**src/verilog/hbf_pkg.sv**
```systemverilog
// constants for the high bus fault response select block
package hbf_pkg;
  localparam int          NUM_FAULTS       = 3;
  localparam logic [7:0]  CTRL_ADDR        = 8'hb8;
  localparam logic [7:0]  CTRL_RESET       = 8'h00;
  localparam logic [7:0]  STATUS_ADDR      = 8'hd7;
  localparam logic [7:0]  ENABLE_ADDR      = 8'hb0;
  localparam int          ENABLE_BIT       = 7;
  // field lsb per fault: out uv, in ov, in uv
  localparam int          FIELD_LSB [3]    = '{2, 4, 6};
  localparam int          STATUS_BIT [3]   = '{5, 6, 7};
  localparam logic [1:0]  RESP_FLAG        = 2'h0;
  localparam logic [1:0]  RESP_HICCUP      = 2'h1;
  localparam logic [1:0]  RESP_LATCH       = 2'h2;
  localparam logic [1:0]  RESP_FLAG_ALT    = 2'h3;
  localparam longint      CLK_HZ           = 200000000;
  localparam longint      HICCUP_DELAY_MS  = 500;
  localparam longint      HICCUP_CYCLES    = HICCUP_DELAY_MS * CLK_HZ / 1000;
  typedef enum logic [1:0] {HBF_RUN, HBF_HICCUP, HBF_LATCHED} hbf_state_t;
endpackage : hbf_pkg

```
**src/verilog/hbf_channel.sv**
```systemverilog
// one fault channel: response state and hiccup restart timer
`timescale 1ns/1ps
module hbf_channel #(
  parameter int unsigned DELAY_CYCLES = 100000000,
  parameter int unsigned CW           = 27
) (
  input  wire logic       clk,
  input  wire logic       nrst,
  input  wire logic       fault,
  input  wire logic [1:0] resp,
  input  wire logic       restart,
  output logic            stop
);
  import hbf_pkg::*;
  hbf_state_t state;
  logic [CW-1:0] cnt;

  always_ff @(posedge clk) begin
    if (!nrst) begin
      state <= HBF_RUN;
      cnt   <= '0;
    end else begin
      unique case (state)
        HBF_RUN: begin
          cnt <= '0;
          if (fault && resp == RESP_HICCUP) state <= HBF_HICCUP;
          else if (fault && resp == RESP_LATCH) state <= HBF_LATCHED;
        end
        HBF_HICCUP: begin
          if (fault) cnt <= '0;
          else if (cnt == CW'(DELAY_CYCLES - 1)) begin
            state <= HBF_RUN;
            cnt   <= '0;
          end else cnt <= cnt + 1'b1;
        end
        HBF_LATCHED: begin
          if (restart && !fault) state <= HBF_RUN;
        end
      endcase
    end
  end

  assign stop = (state != HBF_RUN);
endmodule : hbf_channel

```
**src/verilog/hbf_top.sv**
```systemverilog
// high bus fault response select: control register, status, switching gate
// Contract
// - enable bit set: each fault uses its own two-bit control field.
// - enable bit clear: fields ignored, mode pin setting chooses every response.
// - 00 or 11 flags only: status set, status pin low, switching continues.
// - hiccup and latch-off stop switching as status is set.
// - hiccup restarts switching after fault absent for the restart delay.
// - latch-off stays stopped until switching or chip enable is toggled.
// - bits 3:2 pick output undervoltage response; sets status bit 5.
// - bits 5:4 pick input overvoltage response; sets status bit 6.
// - bits 7:6 pick input undervoltage response; sets status bit 7.
`timescale 1ns/1ps
module hbf_top #(
  parameter int unsigned HICCUP_DELAY = int'(hbf_pkg::HICCUP_CYCLES)
) (
  input  wire logic       clk,
  input  wire logic       nrst,
  input  wire logic       reg_wr,
  input  wire logic       reg_rd,
  input  wire logic [7:0] reg_addr,
  input  wire logic [7:0] reg_wdata,
  output logic      [7:0] reg_rdata,
  input  wire logic       indiv_resp_en,
  input  wire logic [1:0] mode_pin_resp,
  input  wire logic       out_uv_fault,
  input  wire logic       in_ov_fault,
  input  wire logic       in_uv_fault,
  input  wire logic       switch_en,
  input  wire logic       chip_en,
  output logic            switch_allow,
  output logic            fault_status_out_n
);
  import hbf_pkg::*;

  localparam int unsigned CW = $clog2(HICCUP_DELAY + 1);

  // register map
  logic [7:0]            high_bus_fault_response_ctrl;
  logic [7:0]            fault_status;
  logic [NUM_FAULTS-1:0] status_bits;
  logic                  ctrl_wr;
  logic                  status_wr;

  // synchronised pin inputs
  logic [NUM_FAULTS-1:0] raw_s1;
  logic [NUM_FAULTS-1:0] raw_s2;
  logic [1:0]            mode_s1;
  logic [1:0]            mode_s2;
  logic                  en_s1;
  logic                  en_s2;
  logic                  sw_s1;
  logic                  sw_s2;
  logic                  sw_d;
  logic                  ce_s1;
  logic                  ce_s2;
  logic                  ce_d;

  // response selection and switching gate
  logic [1:0]            resp_sel [NUM_FAULTS];
  logic [NUM_FAULTS-1:0] stop_now;
  logic [NUM_FAULTS-1:0] stop_vec;
  logic                  restart;

  // fault comparator levels through two flops
  always_ff @(posedge clk) begin
    if (!nrst) begin
      raw_s1 <= '0;
      raw_s2 <= '0;
    end else begin
      raw_s1 <= {in_uv_fault, in_ov_fault, out_uv_fault};
      raw_s2 <= raw_s1;
    end
  end

  // response source select and mode code through two flops
  always_ff @(posedge clk) begin
    if (!nrst) begin
      mode_s1 <= '0;
      mode_s2 <= '0;
      en_s1   <= 1'b0;
      en_s2   <= 1'b0;
    end else begin
      mode_s1 <= mode_pin_resp;
      mode_s2 <= mode_s1;
      en_s1   <= indiv_resp_en;
      en_s2   <= en_s1;
    end
  end

  // switching enable; resets high so no false edge follows reset
  always_ff @(posedge clk) begin
    if (!nrst) begin
      sw_s1 <= 1'b1;
      sw_s2 <= 1'b1;
      sw_d  <= 1'b1;
    end else begin
      sw_s1 <= switch_en;
      sw_s2 <= sw_s1;
      sw_d  <= sw_s2;
    end
  end

  // chip enable; resets high so no false edge follows reset
  always_ff @(posedge clk) begin
    if (!nrst) begin
      ce_s1 <= 1'b1;
      ce_s2 <= 1'b1;
      ce_d  <= 1'b1;
    end else begin
      ce_s1 <= chip_en;
      ce_s2 <= ce_s1;
      ce_d  <= ce_s2;
    end
  end

  // a toggle (fall then rise) re-arms; rising edge of either enable
  assign restart = (sw_s2 && !sw_d) || (ce_s2 && !ce_d);

  // register strobes
  assign ctrl_wr   = reg_wr && (reg_addr == CTRL_ADDR);
  assign status_wr = reg_wr && (reg_addr == STATUS_ADDR);

  // control register write
  always_ff @(posedge clk) begin
    if (!nrst) begin
      high_bus_fault_response_ctrl <= CTRL_RESET;
    end else if (ctrl_wr) begin
      high_bus_fault_response_ctrl <= reg_wdata;
    end
  end

  genvar g;
  generate
    for (g = 0; g < NUM_FAULTS; g++) begin : g_ch
      logic [1:0] field;
      assign field       = high_bus_fault_response_ctrl[FIELD_LSB[g] +: 2];
      assign resp_sel[g] = en_s2 ? field : mode_s2;
      // stop request in the same cycle the status bit is set
      assign stop_now[g] = raw_s2[g]
                           && (resp_sel[g] == RESP_HICCUP || resp_sel[g] == RESP_LATCH);

      hbf_channel #(
        .DELAY_CYCLES (HICCUP_DELAY),
        .CW           (CW)
      ) u_ch (
        .clk     (clk),
        .nrst    (nrst),
        .fault   (raw_s2[g]),
        .resp    (resp_sel[g]),
        .restart (restart),
        .stop    (stop_vec[g])
      );

      // sticky status, set wins over clear-on-write
      always_ff @(posedge clk) begin
        if (!nrst) begin
          status_bits[g] <= 1'b0;
        end else if (raw_s2[g]) begin
          status_bits[g] <= 1'b1;
        end else if (status_wr && reg_wdata[STATUS_BIT[g]]) begin
          status_bits[g] <= 1'b0;
        end
      end
    end
  endgenerate

  // place status bits at their register positions, others read zero
  always_comb begin
    fault_status = '0;
    for (int i = 0; i < NUM_FAULTS; i++) begin
      fault_status[STATUS_BIT[i]] = status_bits[i];
    end
  end

  // status pin low with the status bit
  always_ff @(posedge clk) begin
    if (!nrst) begin
      fault_status_out_n <= 1'b1;
    end else begin
      fault_status_out_n <= ~(|status_bits | |raw_s2);
    end
  end

  // switching stops with the status bit for hiccup and latch-off
  always_ff @(posedge clk) begin
    if (!nrst) begin
      switch_allow <= 1'b1;
    end else begin
      switch_allow <= ~(|stop_vec | |stop_now);
    end
  end

  // registered read data, holds until the next read
  always_ff @(posedge clk) begin
    if (!nrst) begin
      reg_rdata <= '0;
    end else if (reg_rd) begin
      unique case (reg_addr)
        CTRL_ADDR: begin
          reg_rdata <= high_bus_fault_response_ctrl;
        end
        STATUS_ADDR: begin
          reg_rdata <= fault_status;
        end
        default: begin
          reg_rdata <= '0;
        end
      endcase
    end
  end
endmodule : hbf_top

```
**config.mk**
```make
export PLATFORM = sky130hd
export DESIGN_NAME = hbf_top
export DESIGN_NICKNAME = d
export VERILOG_FILES = /design/src/verilog/hbf_pkg.sv /design/src/verilog/hbf_channel.sv /design/src/verilog/hbf_top.sv
export SDC_FILE = /design/constraint.sdc
export NUM_CORES = 1
export LEC_CHECK = 0
export BUFFER_PORTS_ARGS = -buffer_cell sky130_fd_sc_hd__buf_2
export CAP_MARGIN = 20
export CORE_MARGIN = 1
export CORE_UTILIZATION = 30
export CTS_CLUSTER_DIAMETER = 50
export CTS_CLUSTER_SIZE = 24
export DETAILED_ROUTE_END_ITERATION = 7
export HOLD_SLACK_MARGIN = 0.06
export SLEW_MARGIN = 20
export SYNTH_ARGS = -nofsm -noshare
export SYNTH_HDL_FRONTEND = slang
export SYNTH_SLANG_ARGS = --single-unit
```
**constraint.sdc**
```tcl
create_clock -name clk -period 2.6 [get_ports clk]
set_input_delay 0.39 -clock clk [delete_from_list [all_inputs] [get_ports clk]]
set_output_delay 0.39 -clock clk [all_outputs]
set_load 0.01 [all_outputs]
```
==> results of run 1 <==
==> metal layers <==
layer | GRT usage, % | routed length [µm] | part of all wire, % | vias up
met5 | 0 | 0 | 0 | -
met4 | 5.68 | 155 | 1.4 | 0
met3 | 3.35 | 411 | 3.7 | 12
met2 | 19.1 | 4980 | 45 | 79
met1 | 16.0 | 5480 | 50 | 2000
li1 | - | - | - | 2308
==> final cells by class <==
type | count | area share (%)
clock buffers | 20 | 6.62
flip-flops and latches | 126 | 37.4
multi-input cells | 472 | 43.5
clock inverters | 11 | 2.82
well taps | 229 | 4.25
inverters | 21 | 1.17
repair buffers | 51 | 4.30
==> worst max path at each step <==
| stage | depth (start not counted) | from | end | slack (ps) |
|---|---|---|---|---|
| 6_report | 7 | g_ch[0].u_ch.state[0] | g_ch[0].u_ch.cnt[26] | 300 |
| 5_1_grt | 7 | g_ch[0].u_ch.state[0] | g_ch[0].u_ch.cnt[26] | 100 |
| 4_1_cts | 7 | g_ch[0].u_ch.state[0] | g_ch[0].u_ch.cnt[26] | 320 |
| 3_5_place_dp | 7 | g_ch[0].u_ch.state[0] | g_ch[0].u_ch.cnt[26] | 320 |
| 3_3_place_gp | 7 | g_ch[0].u_ch.state[0] | g_ch[0].u_ch.cnt[26] | 450 |
| 2_1_floorplan | 7 | g_ch[0].u_ch.state[0] | g_ch[0].u_ch.cnt[26] | 580 |
==> cells in the final DEF, fill, tap and decap left out, types with 4 or more instances in the layout <==
master and count:
a21oi_1 24, a22oi_1 4, and2_1 15, and3_1 7, and4_1 7, buf_2 37, buf_4 14, bufinv_16 5
clkbuf_16 17, clkinvlp_4 4, dfxtp_1 126, ha_1 18, inv_1 21, nand2_1 53, nand2b_1 15, nand3_1 35
nand3b_1 4, nand4_1 29, nand4b_1 4, nor2_1 103, nor3_1 10, nor4_1 7, o211ai_1 4, o21a_1 4
o21ai_0 11, xnor2_1 17, xor2_1 60
==> through the flow <==
step,hold WS (ps),std cells
6_report,160,930
5_1_grt,158,930
4_1_cts,137,930
3_5_place_dp,402,899
3_3_place_gp,390,899
2_1_floorplan,386,634
==> registers in the layout, indices dropped and copies added, names as in the netlist, 2 cells and up <==
signal and flops:
mode_s2 2, raw_s1 3, reg_rdata 8, g_ch.u_ch.state 6
g_ch.u_ch.cnt 81, fault_status 3, high_bus_fault_response_ctrl 8, raw_s2 3
mode_s1 2
==> power breakdown <==
| group | total, W | switching (W) | internal, W | leakage [nW] |
|---|---|---|---|---|
| Sequential | 0.00201 | 0.0000288 | 0.00198 | 1.02 |
| Combinational | 0.000326 | 0.000200 | 0.000127 | 1.06 |
| Clock | 0.00256 | 0.000841 | 0.00171 | 0.298 |
==> cells by family (layout without fill, tap and decap cells) <==
kind of cell / Yosys count / in the layout / synth area share [%]
AO/OA/AOI/OAI: 71 / 71 / 8.58
XOR/XNOR: 77 / 77 / 12.0
adder cells (fa/ha/maj): 18 / 18 / 4.02
buffers and inverters: 36 / 103 / 2.57
flip-flops: 126 / 126 / 45.1
multiplexers: 3 / 3 / 0.536
AND/OR/NAND/NOR: 303 / 303 / 27.2
==> critical path: stages, from the launching register on <==
cell	delay, ps
dfxtp_1	320
inv_1	80
ha_1	290
o2111ai_2	230
nor4_1	470
nand2_1	190
or4_1	500
a21oi_1	140
==> summary.txt, run 1 <==
Outcome
  – Status: complete, no violations

Setup path
  – Crit Reg-Reg Startpoint: g_ch[0].u_ch.state[0]
  – CP Launch Type: flop
  – Worst EP required: 2950 ps
  – CP Max Fanout: 7
  – Crit path capture type: flop
  – Worst setup path class: flop to flop
  – Worst R2R End: g_ch[0].u_ch.cnt[26]
  – Reg2Reg Depth: 7
  – Worst endpoint data arrival time: 2650 ps
  – Reg2Reg Setup Slack: 300 ps

Yosys
  – Syn. warnings: 0
  – Commonest cells in the netlist: dfxtp_1, nor2_1, xor2_1, nand2_1, nand3_1
  – Synth area leaders: dfxtp_1, xor2_1, nor2_1, ha_1, nand2_1
  – Area leader, netlist: dfxtp_1
  – Post-synth net total: 680
  – Synth unique cells: 49
  – Yosys top cell area share: 45.1%
  – FF+latch count, synth: 126
  – Mapped Area: 5600 µm²
  – Syn Inst Count: 634
  – Top FF cell, synth: dfxtp_1
  – Number of synthesized flops with an enable pin: 0
  – Mean Syn Cell Area: 8.83 µm²
  – Register area share after synthesis: 45.1%
  – Top-count cell post-synth: dfxtp_1
  – FFs w/ async S/R, synth: 0%

Global routing
  – GRT overflow: 0
  – Initial antenna violation count: 0
  – Largest net degree at the start of global routing: 33
  – Vias in the first global route: 4098
  – GRT Total Usage: 12.3%
  – First-pass GRT wire length: 19.1 mm

Cells and area
  – Final Net Count: 735
  – Diode count: 0
  – Final non-filler cell area: 6750 µm²
  – Multi-input logic area: 2930 µm²
  – Filler Cell Count: 1834
  – Fin util: 37.2%
  – Synth-to-Final Area Change: 20.5%
  – Register area: 2520 µm²
  – Layout cells sized above 1: 12.4%

Hold path
  – Worst Hold End: sw_s1
  – HP Start: switch_en
  – Hold depth: 2
  – HP Class: input pin to flop

Clocking
  – Post-CTS Setup Repair Bufs: 0
  – CTS buffer count: 17
  – CTS-repair resized insts: 0
  – CTS Root Cell: clkbuf_16
  – Htree depth: 4
  – Worst-skew pair later-pin latency: 420 ps
  – Clock sink total: 126
  – Bufs on Longest Clock Path: 2
  – Clock slew at reported path FFs: 50 ps
  – TritonCTS clock tree: built
  – CTS Hold Bufs: 0

Place
  – Post-DP HPWL: 7.54 mm
  – GPL Wtd Cong: 0.752
  – Post-place setup slack: 322 ps
  – DP Area: 6110 µm²
  – Port-buffer cells: 37

Timing
  – Final Setup Violations: 0
  – Final setup skew: 9.90 ps
  – Slew @ Worst Pin: 637 ps
  – Final critical-path setup slack: 300 ps
  – Setup tns final: 0 ps
  – Relative slew slack: 57.2%
  – Unrepaired setup endpoints after global routing: false
  – Final period util: 88.4%
  – Fmax: 435 MHz
  – Final hold vios: 0
  – Minimum clock period: 2300 ps
  – Slew Limit Fails: 0

Power and ir drop
  – Total power: 0.00489 W
  – P_leak: 2.38 nW
  – Pwr dens: 725 nW/µm²
  – Worst vdd ir: 0.000418 V

Routing
  – Routed via count: 4399
  – Antenna-violating nets left: 0
  – 1st-iter DRT viols: 165
  – Vias per cell: 4.73
  – Drt pass-1 iters: 4
  – Average wire per standard cell: 11.9 µm
  – # DRC: 0
  – Final wirelength: 11.0 mm

Floorplanning
  – Die X-Extent: 139 µm
  – Starting Density: 30.8%
  – Site Rows: 49
  – Die Y: 139 µm
  – Core area: 18100 µm²
  – Die area: 19200 µm²
  – Top-Level Pins: 38

Flow run
  – Max-cap violations: 0
Power figures use the tool's default switching activity.
==> inputs of run 2 (changes only) <==
BUFFER_PORTS_ARGS = default   (was -buffer_cell sky130_fd_sc_hd__buf_2)
CELL_PAD_IN_SITES_DETAIL_PLACEMENT = 1   (was default)
CELL_PAD_IN_SITES_GLOBAL_PLACEMENT = 1   (was default)
DONT_BUFFER_PORTS = 1   (was default)
GPL_TIMING_DRIVEN = 0   (was default)
PLACE_DENSITY_LB_ADDON = 0.1   (was default)
==> run 2 against run 1 <==
Clock power decreased by 16%. Non-clock buffer count is 31 lower. First-iteration DRC count down 3.0%. Critical path depth unchanged.
==> summary.txt, run 2 (synthesized netlist as in run 1, its figures left out) <==
Cells and area
  – Register area: 2520 µm² (unchanged)
  – Commonest non-fill, non-tap cell in the layout: dfxtp_1
  – Final Net Count: 704 (-4.2%)
  – Diode count: 0 (unchanged)
  – Largest regs: g_ch.u_ch.cnt (81), high_bus_fault_response_ctrl (8), reg_rdata (8)
  – Most frequent cells in the layout: dfxtp_1, nor2_1, xor2_1
  – Max reg flops: 81 (unchanged)
  – Multi-input logic area: 2960 µm² (+1.1%)
  – Filler Cell Count: 2116 (+15%)
  – Layout cells sized above 1: 7.91% (-4.5 points)
  – Synth-to-Final Area Change: 16.0%
  – Most flops, register: g_ch.u_ch.cnt

Global routing
  – GRT Total Usage: 14.9% (+2.6 points)
  – Initial antenna violation count: 0 (unchanged)
  – First-pass GRT wire length: 23.0 mm (+20%)
  – Vias in the first global route: 4590 (+12%)
  – Largest net degree at the start of global routing: 17 (-48%)
  – GRT overflow: 0 (unchanged)

Setup path
  – CP Cell Sequence: inv_1 -> ha_1 -> o211ai_1 -> nor3_1 -> nand4_1 -> xor2_1 -> nor2_1
  – Worst setup path class: flop to flop
  – Crit Reg-Reg Startpoint: g_ch[2].u_ch.state[0]
  – Worst R2R End: g_ch[2].u_ch.cnt[23]
  – Slowest cell on crit path: nor3_1
  – Reg2Reg Depth: 7 (unchanged)
  – Worst endpoint data arrival time: 2620 ps (-30 ps)
  – Worst EP required: 2900 ps (-50 ps)
  – Reg2Reg Setup Slack: 280 ps (-20 ps)
  – CP Max Fanout: 7 (unchanged)
  – Worst setup startpoint: g_ch[2].u_ch.state[0]
  – CP max stage delay: 790 ps (+290 ps)
  – CP endpoint: g_ch[2].u_ch.cnt[23]
  – Crit path capture type: flop
  – CP Launch Type: flop

Routing
  – Drt pass-1 iters: 4 (unchanged)
  – Final wirelength: 13.3 mm (+21%)
  – Antenna-violating nets left: 0 (unchanged)
  – Average wire per standard cell: 14.8 µm (+25%)
  – # DRC: 0 (unchanged)
  – Routed via count: 4456 (+1.3%)
  – 1st-iter DRT viols: 160 (-3.0%)
  – Vias per cell: 4.96 (+4.8%)

Floorplanning
  – Site Rows: 49 (unchanged)
  – Top-Level Pins: 38 (unchanged)
  – Die X-Extent: 139 µm (unchanged)
  – Die area: 19200 µm² (unchanged)
  – Die Y: 139 µm (unchanged)
  – Starting Density: 30.8% (unchanged)
  – Core area: 18100 µm² (unchanged)

Timing
  – Final Setup Violations: 0 (unchanged)
  – Slew @ Worst Pin: 928 ps (+291 ps)
  – Fmax: 431 MHz (-0.95%)
  – Final critical-path setup slack: 278 ps (-22.1 ps)
  – Minimum clock period: 2320 ps (+22.1 ps)
  – Final period util: 89.3% (+0.85 points)
  – Relative slew slack: 37.7% (-20 points)
  – Unrepaired setup endpoints after global routing: false
  – Final hold vios: 0 (unchanged)
  – Final setup skew: 8.06 ps (-1.83 ps)
  – Hold WS: 88.3 ps (-71.5 ps)
  – Slew Limit Fails: 0 (unchanged)

Power and ir drop
  – P_leak: 2.17 nW (-9.0%)
  – Worst vdd ir: 0.000405 V (-3.1%)
  – Pwr dens: 689 nW/µm² (-4.8%)

Place
  – Post-place setup slack: 115 ps (-207 ps)
  – Port-buffer cells: 0 (-100%)
  – GPL Wtd Cong: 0.742 (-1.3%)
  – Post-DP HPWL: 9.52 mm (+26%)

Outcome
  – Status: complete, no violations

Clocking
  – CTS Root Cell: clkbuf_16
  – CTS buffer count: 17 (unchanged)
  – Clock sink total: 126 (unchanged)
  – Clock slew at reported path FFs: 60 ps (about the same)
  – TritonCTS clock tree: built
  – Bufs on Longest Clock Path: 2 (unchanged)
  – Worst-skew pair later-pin latency: 420 ps (about the same)
  – Htree depth: 4 (unchanged)

Flow run
  – Max-cap violations: 0 (unchanged)

Hold path
  – HP Class: input pin to flop
  – Hold depth: 1 (-1)
## run 2: changes by cell type in the layout (fill, tap and decap cells not counted), moves of 2 or more
cell,change
buf_2,-30
clkbuf_8,+2
clkinv_2,+3
nor4_2,+4
nor4_1,-4
clkbuf_1,+7
bufinv_16,-5
buf_4,-10
## run 2: through the flow
step           area, µm²  cells  utilization (%)  setup TNS [ps]  power, W
6_report            6490    899             35.8               0   0.00448
5_1_grt             6490    899             35.8               0   0.00469
4_1_cts             6450    895             35.5               0   0.00456
3_5_place_dp        5900    863             32.5               0   0.00236
3_3_place_gp        5880    863             32.4            -468   0.00235
2_1_floorplan       5600    634                -               0   0.00228
## run 2: critical path: cells and delay by family (launching register included)
family	cells	cell delay [ps]
compound gates	1	240
xor+xnor	1	180
fa+ha+maj	1	320
buf+inv	1	100
flops	1	310
simple gates	3	1060
## run 2: worst min path at each step
| stage | start | end | slack [ps] |
|---|---|---|---|
| 2_1_floorplan | ce_s1 | ce_s2 | 390 |
| 5_1_grt | chip_en | ce_s1 | 60 |
| 3_5_place_dp | sw_s1 | sw_s2 | 400 |
| 6_report | chip_en | ce_s1 | 90 |
| 4_1_cts | chip_en | ce_s1 | 60 |
| 3_3_place_gp | sw_s1 | sw_s2 | 400 |
## run 2: metal layers
| layer | GRT usage (%) | part of all wire [%] | vias up |
|---|---|---|---|
| met4 | 6.03 | 1.3 | 0 |
| met5 | 0 | 0 | - |
| met1 | 19.2 | 49 | 2161 |
| li1 | - | - | 2242 |
| met2 | 23.8 | 47 | 41 |
| met3 | 3.80 | 3.1 | 12 |
## run 2: area by class of cell
type	instances	share of cell area [%]
plain buffers	15	1.00
clock buffers	21	7.25
clock inverters	10	1.00
inverters	21	1.21
multi-input cells	472	45.7
flip-flops and latches	126	38.9
well taps	229	4.41
repair buffers	5	0.617
## run 2: timing repair
item	in CTS	in global routing
resized for setup	0	2
buffers inserted	0	4
endpoints found under the hold margin	1	0
endpoints found under the setup margin	0	19
hold buffers	1	0
## run 2: where the power goes
part | internal (W) | leakage (nW) | switching (W) | total, W
Clock | 0.00128 | 0.261 | 0.000867 | 0.00215
Combinational | 0.000118 | 0.884 | 0.000195 | 0.000313
Sequential | 0.00198 | 1.02 | 0.0000379 | 0.00201
